$ cat src/hw/dcar_consts.vh
// register indices, field positions and reset values of the clear and alarm routing block
`ifndef DCAR_CONSTS_VH
`define DCAR_CONSTS_VH

// register indices; the byte address on the bus is four times the index
`define DCAR_IDX_GPIO_CFG 8'h12
`define DCAR_IDX_CLREN_LO 8'h18
`define DCAR_IDX_CLREN_HI 8'h19
`define DCAR_IDX_CSRC_ADC 8'h1a
`define DCAR_IDX_CSRC_MISC 8'h1b
`define DCAR_IDX_PSRC_ADC 8'h1c
`define DCAR_IDX_PSRC_MISC 8'h1d
`define DCAR_IDX_FLAGS 8'h20
`define DCAR_IDX_CLR_STATE 8'h21

// bus widths
`define DCAR_ADDR_W 8
`define DCAR_DATA_W 32

// field positions
`define DCAR_BIT_PIN_FN_EN 1
`define DCAR_BIT_LATCH_DIS 4
`define DCAR_ADC_ALARMS 5
`define DCAR_MISC_ALARMS 4
`define DCAR_ALL_ALARMS 9
`define DCAR_DACS 16

// implemented-bit masks; reserved bits read as zero
`define DCAR_MASK_CSRC_ADC 8'h1f
`define DCAR_MASK_CSRC_MISC 8'h0f
`define DCAR_MASK_PSRC_ADC 8'h1f

// reset value of every routing register
`define DCAR_RST_REG 8'h00

// bus responses
`define DCAR_RESP_OKAY 2'h0
`define DCAR_RESP_SLVERR 2'h2

`endif

$ cat src/hw/dcar_top.v
// clear-source and alarm-pin routing registers with an axi4-lite slave
//
// What this block does
// - enabled dac enters clear on clear event
// - disabled dac ignores clear events
// - enable bits map groups a-d to dacs 0-15
// - only enable bits pick which dacs clear
// - clear applies in auto and manual modes
// - dac clears only if own enable set
// - adc source register: inputs 16-20, bits 7-5 zero
// - misc source register: external, thermal, temp high/low
// - pin source register: inputs 16-20 to pin
// - pin sources inert unless pin function enabled
// - all routing registers reset to zero
// - shared pin: general io or alarm output
// - flags latched until read, unless latch disabled
`timescale 1ns/1ps
`default_nettype none
`include "dcar_consts.vh"

module dcar_top (
    // clock and reset
    input wire clk,
    input wire sys_rst,
    // axi4-lite write address
    input wire [`DCAR_ADDR_W-1:0] s_axi_awaddr,
    input wire s_axi_awvalid,
    output wire s_axi_awready,
    // axi4-lite write data
    input wire [`DCAR_DATA_W-1:0] s_axi_wdata,
    input wire [3:0] s_axi_wstrb,
    input wire s_axi_wvalid,
    output wire s_axi_wready,
    // axi4-lite write response
    output wire [1:0] s_axi_bresp,
    output wire s_axi_bvalid,
    input wire s_axi_bready,
    // axi4-lite read address
    input wire [`DCAR_ADDR_W-1:0] s_axi_araddr,
    input wire s_axi_arvalid,
    output wire s_axi_arready,
    // axi4-lite read data
    output wire [`DCAR_DATA_W-1:0] s_axi_rdata,
    output wire [1:0] s_axi_rresp,
    output wire s_axi_rvalid,
    input wire s_axi_rready,
    // alarm conditions from the converter, same clock
    input wire [`DCAR_ADC_ALARMS-1:0] adc_alarm_cond,
    input wire thermal_alarm_cond,
    input wire local_temp_high_cond,
    input wire local_temp_low_cond,
    // external alarm pin, asynchronous
    input wire alarm_input_pin,
    // general-purpose drive for the shared pin, same clock
    input wire general_io_one_o,
    input wire general_io_one_oe,
    // shared pin drive
    output wire alarm_output_pin_o,
    output wire alarm_output_pin_oe,
    // per-dac clear commands
    output wire [`DCAR_DACS-1:0] dac_clear
);

    ////////////////////////////////////////////////////////////////////////
    // register file

    reg [7:0] clren_lo_ff;
    reg [7:0] clren_hi_ff;
    reg [7:0] csrc_adc_ff;
    reg [7:0] csrc_misc_ff;
    reg [7:0] psrc_adc_ff;
    reg pin_fn_en_ff;
    reg latch_dis_ff;

    ////////////////////////////////////////////////////////////////////////
    // bus handshake state

    reg awready_ff;
    reg wready_ff;
    reg bvalid_ff;
    reg [1:0] bresp_ff;
    reg aw_held_ff;
    reg w_held_ff;
    reg [`DCAR_ADDR_W-1:0] waddr_ff;
    reg [`DCAR_DATA_W-1:0] wdata_ff;
    reg wstrb0_ff;
    reg arready_ff;
    reg rvalid_ff;
    reg [1:0] rresp_ff;
    reg [`DCAR_DATA_W-1:0] rdata_ff;

    wire aw_hs;
    wire w_hs;
    wire ar_hs;
    wire do_write;
    wire [7:0] widx;
    wire [7:0] ridx;
    wire wr_hit;

    assign aw_hs = s_axi_awvalid & awready_ff;
    assign w_hs = s_axi_wvalid & wready_ff;
    assign ar_hs = s_axi_arvalid & arready_ff;
    assign do_write = aw_held_ff & w_held_ff & ~bvalid_ff;
    // word index, widened to the width of the index constants
    assign widx = {2'b00, waddr_ff[7:2]};
    assign ridx = {2'b00, s_axi_araddr[7:2]};

    // writable registers only; read-only words answer an error on write
    assign wr_hit = (widx == `DCAR_IDX_GPIO_CFG) |
                    (widx == `DCAR_IDX_CLREN_LO) |
                    (widx == `DCAR_IDX_CLREN_HI) |
                    (widx == `DCAR_IDX_CSRC_ADC) |
                    (widx == `DCAR_IDX_CSRC_MISC) |
                    (widx == `DCAR_IDX_PSRC_ADC) |
                    (widx == `DCAR_IDX_PSRC_MISC);

    ////////////////////////////////////////////////////////////////////////
    // write channel: address and data taken in either order

    always @(posedge clk) begin
        if (sys_rst) begin
            awready_ff <= 1'b1;
            wready_ff <= 1'b1;
            aw_held_ff <= 1'b0;
            w_held_ff <= 1'b0;
            bvalid_ff <= 1'b0;
            bresp_ff <= `DCAR_RESP_OKAY;
            waddr_ff <= {`DCAR_ADDR_W{1'b0}};
            wdata_ff <= {`DCAR_DATA_W{1'b0}};
            wstrb0_ff <= 1'b0;
        end else begin
            if (aw_hs) begin
                aw_held_ff <= 1'b1;
                awready_ff <= 1'b0;
                waddr_ff <= s_axi_awaddr;
            end
            if (w_hs) begin
                w_held_ff <= 1'b1;
                wready_ff <= 1'b0;
                wdata_ff <= s_axi_wdata;
                wstrb0_ff <= s_axi_wstrb[0];
            end
            if (do_write) begin
                aw_held_ff <= 1'b0;
                w_held_ff <= 1'b0;
                bvalid_ff <= 1'b1;
                bresp_ff <= wr_hit ? `DCAR_RESP_OKAY : `DCAR_RESP_SLVERR;
            end
            // ready only reopens once the response is gone: one write at a time
            if (bvalid_ff & s_axi_bready) begin
                bvalid_ff <= 1'b0;
                awready_ff <= 1'b1;
                wready_ff <= 1'b1;
            end
        end
    end

    ////////////////////////////////////////////////////////////////////////
    // register updates; only byte lane 0 carries data

    always @(posedge clk) begin
        if (sys_rst) begin
            clren_lo_ff <= `DCAR_RST_REG;
            clren_hi_ff <= `DCAR_RST_REG;
            csrc_adc_ff <= `DCAR_RST_REG;
            csrc_misc_ff <= `DCAR_RST_REG;
            psrc_adc_ff <= `DCAR_RST_REG;
            pin_fn_en_ff <= 1'b0;
            latch_dis_ff <= 1'b0;
        end else if (do_write & wstrb0_ff) begin
            case (widx)
                `DCAR_IDX_GPIO_CFG: pin_fn_en_ff <= wdata_ff[`DCAR_BIT_PIN_FN_EN];
                `DCAR_IDX_CLREN_LO: clren_lo_ff <= wdata_ff[7:0];
                `DCAR_IDX_CLREN_HI: clren_hi_ff <= wdata_ff[7:0];
                `DCAR_IDX_CSRC_ADC: begin
                    csrc_adc_ff <= wdata_ff[7:0] & `DCAR_MASK_CSRC_ADC;
                end
                `DCAR_IDX_CSRC_MISC: begin
                    csrc_misc_ff <= wdata_ff[7:0] & `DCAR_MASK_CSRC_MISC;
                end
                `DCAR_IDX_PSRC_ADC: begin
                    psrc_adc_ff <= wdata_ff[7:0] & `DCAR_MASK_PSRC_ADC;
                end
                `DCAR_IDX_PSRC_MISC: latch_dis_ff <= wdata_ff[`DCAR_BIT_LATCH_DIS];
                default: latch_dis_ff <= latch_dis_ff;
            endcase
        end
    end

    ////////////////////////////////////////////////////////////////////////
    // external alarm pin: three flops, a change counts once two agree

    reg ext_s1_ff;
    reg ext_s2_ff;
    reg ext_s3_ff;
    reg ext_level_ff;

    always @(posedge clk) begin
        if (sys_rst) begin
            ext_s1_ff <= 1'b0;
            ext_s2_ff <= 1'b0;
            ext_s3_ff <= 1'b0;
            ext_level_ff <= 1'b0;
        end else begin
            ext_s1_ff <= alarm_input_pin;
            ext_s2_ff <= ext_s1_ff;
            ext_s3_ff <= ext_s2_ff;
            if (ext_s2_ff == ext_s3_ff) begin
                ext_level_ff <= ext_s3_ff;
            end
        end
    end

    ////////////////////////////////////////////////////////////////////////
    // alarm flags; order matches the source registers

    wire [`DCAR_ALL_ALARMS-1:0] alarm_cond;
    wire [`DCAR_ALL_ALARMS-1:0] flags;
    wire flag_rd_clr;

    // misc alarms sit above the five converter alarms
    assign alarm_cond = {ext_level_ff, thermal_alarm_cond,
                         local_temp_high_cond, local_temp_low_cond,
                         adc_alarm_cond};

    // reading the flag word is what releases a latched flag
    assign flag_rd_clr = ar_hs & (ridx == `DCAR_IDX_FLAGS);

    dcar_flags #(
        .N(`DCAR_ALL_ALARMS)
    ) u_flags (
        .clk(clk),
        .sys_rst(sys_rst),
        .latch_dis(latch_dis_ff),
        .read_clr(flag_rd_clr),
        .cond(alarm_cond),
        .flags(flags)
    );

    ////////////////////////////////////////////////////////////////////////
    // clear event and pin request from the selected flags

    wire [`DCAR_ALL_ALARMS-1:0] clr_sel;
    wire clear_event;
    wire pin_alarm;
    wire [`DCAR_DACS-1:0] clr_en;

    assign clr_sel = {csrc_misc_ff[`DCAR_MISC_ALARMS-1:0],
                      csrc_adc_ff[`DCAR_ADC_ALARMS-1:0]};
    assign clear_event = |(flags & clr_sel);
    // only the converter alarms are routed to the pin here
    assign pin_alarm = |(flags[`DCAR_ADC_ALARMS-1:0] &
                         psrc_adc_ff[`DCAR_ADC_ALARMS-1:0]);
    // group a/b in the low register, c/d in the high one
    assign clr_en = {clren_hi_ff, clren_lo_ff};

    ////////////////////////////////////////////////////////////////////////
    // per-dac clear; no mode input, so it holds in auto and manual alike

    reg [`DCAR_DACS-1:0] dac_clear_ff;

    genvar d;
    generate
        for (d = 0; d < `DCAR_DACS; d = d + 1) begin : g_dac
            always @(posedge clk) begin
                if (sys_rst) begin
                    dac_clear_ff[d] <= 1'b0;
                end else begin
                    // enable bit alone picks the dac
                    dac_clear_ff[d] <= clear_event & clr_en[d];
                end
            end
        end
    endgenerate

    ////////////////////////////////////////////////////////////////////////
    // shared pin: general io by default, alarm output when enabled

    reg pin_o_ff;
    reg pin_oe_ff;

    always @(posedge clk) begin
        if (sys_rst) begin
            pin_o_ff <= 1'b0;
            pin_oe_ff <= 1'b0;
        end else if (pin_fn_en_ff) begin
            // alarm drive is active high and always enabled
            pin_o_ff <= pin_alarm;
            pin_oe_ff <= 1'b1;
        end else begin
            // selected sources are ignored while the pin is general io
            pin_o_ff <= general_io_one_o;
            pin_oe_ff <= general_io_one_oe;
        end
    end

    ////////////////////////////////////////////////////////////////////////
    // read channel: data registered at the address handshake

    reg [`DCAR_DATA_W-1:0] rd_mux;
    reg rd_hit;

    // flag word returns the value before the clear takes effect
    always @* begin
        rd_mux = {`DCAR_DATA_W{1'b0}};
        rd_hit = 1'b1;
        case (ridx)
            `DCAR_IDX_GPIO_CFG: rd_mux[`DCAR_BIT_PIN_FN_EN] = pin_fn_en_ff;
            `DCAR_IDX_CLREN_LO: rd_mux[7:0] = clren_lo_ff;
            `DCAR_IDX_CLREN_HI: rd_mux[7:0] = clren_hi_ff;
            `DCAR_IDX_CSRC_ADC: rd_mux[7:0] = csrc_adc_ff;
            `DCAR_IDX_CSRC_MISC: rd_mux[7:0] = csrc_misc_ff;
            `DCAR_IDX_PSRC_ADC: rd_mux[7:0] = psrc_adc_ff;
            `DCAR_IDX_PSRC_MISC: rd_mux[`DCAR_BIT_LATCH_DIS] = latch_dis_ff;
            `DCAR_IDX_FLAGS: rd_mux[`DCAR_ALL_ALARMS-1:0] = flags;
            `DCAR_IDX_CLR_STATE: rd_mux[`DCAR_DACS-1:0] = dac_clear_ff;
            default: rd_hit = 1'b0;
        endcase
    end

    always @(posedge clk) begin
        if (sys_rst) begin
            arready_ff <= 1'b1;
            rvalid_ff <= 1'b0;
            rresp_ff <= `DCAR_RESP_OKAY;
            rdata_ff <= {`DCAR_DATA_W{1'b0}};
        end else begin
            if (ar_hs) begin
                arready_ff <= 1'b0;
                rvalid_ff <= 1'b1;
                rdata_ff <= rd_mux;
                rresp_ff <= rd_hit ? `DCAR_RESP_OKAY : `DCAR_RESP_SLVERR;
            end
            if (rvalid_ff & s_axi_rready) begin
                rvalid_ff <= 1'b0;
                arready_ff <= 1'b1;
            end
        end
    end

    ////////////////////////////////////////////////////////////////////////
    // outputs, all straight from flops

    assign s_axi_awready = awready_ff;
    assign s_axi_wready = wready_ff;
    assign s_axi_bvalid = bvalid_ff;
    assign s_axi_bresp = bresp_ff;
    assign s_axi_arready = arready_ff;
    assign s_axi_rvalid = rvalid_ff;
    assign s_axi_rresp = rresp_ff;
    assign s_axi_rdata = rdata_ff;
    assign alarm_output_pin_o = pin_o_ff;
    assign alarm_output_pin_oe = pin_oe_ff;
    assign dac_clear = dac_clear_ff;

endmodule

`default_nettype wire

$ cat src/hw/dcar_flags.v
// per-alarm sticky flags with read-to-clear and latch-disable behaviour
`timescale 1ns/1ps
`default_nettype none

module dcar_flags #(
    parameter N = 9
) (
    // clock and reset
    input wire clk,
    input wire sys_rst,
    // control
    input wire latch_dis,
    input wire read_clr,
    // alarm conditions, same clock domain
    input wire [N-1:0] cond,
    // flag state
    output wire [N-1:0] flags
);

    reg [N-1:0] flag_ff;

    genvar i;
    generate
        for (i = 0; i < N; i = i + 1) begin : g_flag
            wire nxt_flag;
            // a live condition always sets; the set beats a read in the same cycle
            assign nxt_flag = cond[i] |
                (flag_ff[i] & ~latch_dis & ~read_clr);
            always @(posedge clk) begin
                if (sys_rst) begin
                    flag_ff[i] <= 1'b0;
                end else begin
                    flag_ff[i] <= nxt_flag;
                end
            end
        end
    endgenerate

    assign flags = flag_ff;

endmodule

`default_nettype wire

$ cat config.mk
export PLATFORM = sky130hd
export DESIGN_NAME = dcar_top
export DESIGN_NICKNAME = d
export VERILOG_FILES = /design/src/hw/dcar_top.v /design/src/hw/dcar_flags.v
export VERILOG_INCLUDE_DIRS = /design/src /design/src/hw
export SDC_FILE = /design/constraint.sdc
export NUM_CORES = 1
export LEC_CHECK = 0
export BUFFER_PORTS_ARGS = -buffer_cell sky130_fd_sc_hd__buf_2
export CAP_MARGIN = 20
export CORE_ASPECT_RATIO = 0.7
export CORE_MARGIN = 5
export CORE_UTILIZATION = 26
export CTS_CLUSTER_SIZE = 24
export DETAILED_ROUTE_END_ITERATION = 7
export SLEW_MARGIN = 20
export SYNTH_ARGS = -nofsm -noshare
export SYNTH_HDL_FRONTEND = slang
export SYNTH_SLANG_ARGS = --single-unit
$ cat constraint.sdc
create_clock -name clk -period 2 [get_ports clk]
set_input_delay 0.2 -clock clk [delete_from_list [all_inputs] [get_ports clk]]
set_output_delay 0.2 -clock clk [all_outputs]
set_load 0.005 [all_outputs]
==> flow_summary.yaml <==
layout:
  drive_gt1_share_pct: 22.6
  nets: 613
  syn_to_final_growth_pct: 20.1
  fin_area_mm2: 0.00533
  antennaDiodeCount: 0
cts:
  cts_buffer_depth: 2
  cts_buffers: 9
  clkLatencyLatePin_ns: 0.35
  h-tree-depth: 3
  post-cts-setup-buffers: 0
  clk_pin_slew_ns: 0.07
  cts_resized: 0
  cts_tree: "yes"
  cts_root_buf: "clkbuf_16"
  clock_sink_count: 103
  hold_buffers: 0
global_routing:
  gr-usage-all-layers_pct: 12.3
  overflow: 0
  grt_max_degree: 55
  grt_pass1_vias: 3399
  antenna_found_initial: 0
  grt_pass1_wl_mm: 19.3
die:
  num_rows: 40
  initial_core_util_pct: 26.2
  core-area_mm2: 0.0170
  floorplan.io_pins: 129
  die_h_um: 119
  die_area_mm2: 0.0198
  die-width_um: 166
route:
  drt-met1-wl_mm: 6.10
  wl_per_cell_um: 15.7
  drc_errors: 0
  routed_wl_mm: 12.2
  highest_layer: "met4"
  vias_per_cell: 4.55
  drt_iter0_drc: 263
  first_pass_iters: 4
  wl_met3_um: 729
  wl_met2_mm: 5.26
  ant_nets: 0
  vias: 3544
logic_synthesis:
  synth_common_cells: "dfxtp_1, nand2_1, a21oi_1, nand2b_1, mux2i_1"
  ys_warn_count: 0
  async_flop_share_pct: 0
  syn-cell-area_mm2: 0.00444
  synthMuxAreaShare_pct: 10.2
  postSynthAreaPerCell_um2: 9.43
  synth_top_cell_area_share_pct: 46.4
  yosys.area.top_type: "dfxtp_1"
  ys.flop_type: "dfxtp_1"
  yosys.cell_types.count: 55
  synth.most_common_cell: "dfxtp_1"
  synth_edf_count: 0
  syn_inst: 471
  synthTopCellsByArea: "dfxtp_1, mux2i_1, nand2b_1, a21oi_1, nand2_1"
  synthAdderAreaFrac_pct: 0
  synth_compound_area_share_pct: 12.0
  yosys.area_share.simple_pct: 25.0
  ys_seq_area_share_pct: 46.4
  synth_seq_cells: 103
  synth_xor_area_share_pct: 0
  synth_top_family_by_area: "simple AND/OR/NAND/NOR gates"
place:
  port_buffers: 79
  gp_routability_congestion: 0.828
  dpl-instance-area_mm2: 0.00503
  post-dp-hpwl_mm: 9.09
worst_setup_path:
  rr_worst_depth: 4
  cp.required_ns: 2.28
  worst-endpoint-arrival_ns: 1.98
  path_class: "reg2reg"
  cp_max_fo: 5
  start_kind: "flop"
  crit_path_end_kind: "flop"
power_and_ir_drop:
  leakage_nw: 2.22
  peakVddDrop_v: 0.000371
  power.density_mw_per_mm2: 803
timing:
  max_slew_margin_pct: 53.8
  drv_slew: 0
  rsz0062_at_grt: "no"
  post-route-period-util_pct: 85.0
  tns_ns: 0
  tightest_slew_ns: 0.691
  max_freq_ghz: 0.589
  final.setup_skew_ns: 0.00873
  hold_viol: 0
  finalCriticalPeriod_ns: 1.70
  setup_viol: 0
hold_path:
  hp-class: "in2reg"
  holdPathStages: 3
run:
  cap_violations: 0
status:
  status: "complete, no violations"
==> final timing paths <==
check / end / slack [ns] / startpoint
worst max-delay path: clren_lo_ff[7]$_SDFFE_PP0P_ / 0.30 / waddr_ff[7]$_SDFFE_PP0P_
worst min-delay path: alarm_output_pin_oe$_SDFF_PP0_ / 0.05 / general_io_one_oe
worst max register to register: clren_lo_ff[7]$_SDFFE_PP0P_ / 0.30 / waddr_ff[7]$_SDFFE_PP0P_
worst min register to register: ext_s2_ff$_SDFF_PP0_ / 0.44 / ext_s1_ff$_SDFF_PP0_
==> per-layer routing <==
| layer | track usage [%] | up-vias |
|---|---|---|
| met4 | 2.68 | 0 |
| met2 | 17.8 | 96 |
| li1 | - | 1757 |
| met5 | 0 | - |
| met1 | 18.0 | 1680 |
| met3 | 3.58 | 11 |
==> logic make-up (layout without fill, tap and decap cells) <==
logic type / after synthesis / count (layout)
buf+inv: 52 / 112
flops: 103 / 103
other cells: 1 / 18
mux: 41 / 41
simple gates: 195 / 195
compound gates: 79 / 79
==> stage by stage <==
step | hold slack (ns) | worst slack, ns | util [%] | instances | total power, W
after floorplan | 0.300 | 0.497 | - | 488 | 0.00240
after global placement | 0.404 | 0.293 | 29.6 | 763 | 0.00251
after detailed placement | 0.409 | 0.281 | 29.6 | 763 | 0.00251
after CTS | 0.0395 | 0.293 | 31.4 | 779 | 0.00433
after global routing | 0.0509 | 0.142 | 31.4 | 779 | 0.00447
final | 0.0513 | 0.301 | 31.4 | 779 | 0.00428
==> registers in the layout, summed over array words and instances (netlist names), 4 cells and up <==
| signal | cells |
|---|---|
| clren_hi_ff | 8 |
| clren_lo_ff | 8 |
| csrc_adc_ff | 5 |
| csrc_misc_ff | 4 |
| dac_clear | 16 |
| psrc_adc_ff | 5 |
| s_axi_rdata | 16 |
| u_flags.flags | 9 |
| waddr_ff | 6 |
| wdata_ff | 8 |
==> layout by cell type, fill, tap and decap left out, types with 4 or more instances in the layout <==
master,n
a31oi_1,4
and2_1,18
nor2_1,32
clkbuf_16,9
a21oi_1,40
dfxtp_1,103
mux2i_1,35
a221oi_1,4
conb_1,18
nor3_1,6
nand2_1,41
nand4_1,4
nand3_1,26
and3_1,4
inv_1,5
a22o_1,6
buf_2,79
nand2b_1,36
a221o_1,4
nor2b_1,7
o21ai_0,5
buf_4,11
==> power by group <==
part	switching, W	leakage [nW]	total [W]	internal (W)
sequential	0.0000572	0.838	0.00216	0.00210
combinational	0.000180	1.24	0.000304	0.000124
clock	0.000833	0.144	0.00182	0.000987
total	0.00107	2.22	0.00428	0.00321
==> area by class of cell <==
type / count / area, µm²
sequential: 103 / 2060
timing repair buffer: 91 / 498
clock inverter: 7 / 78.8
inverter: 5 / 18.8
tap: 231 / 289
clock buffer: 9 / 225
multi-input combinational: 333 / 2160
fill: 1787 / 11600
==> worst max-delay path, cell delays in order, from the launching register on <==
cell      delay, ns
dfxtp_1        0.32
nand3b_1       0.33
nor4_2         0.34
and2_0         0.42
mux2i_1        0.22
(Power assumes the default switching activity.)
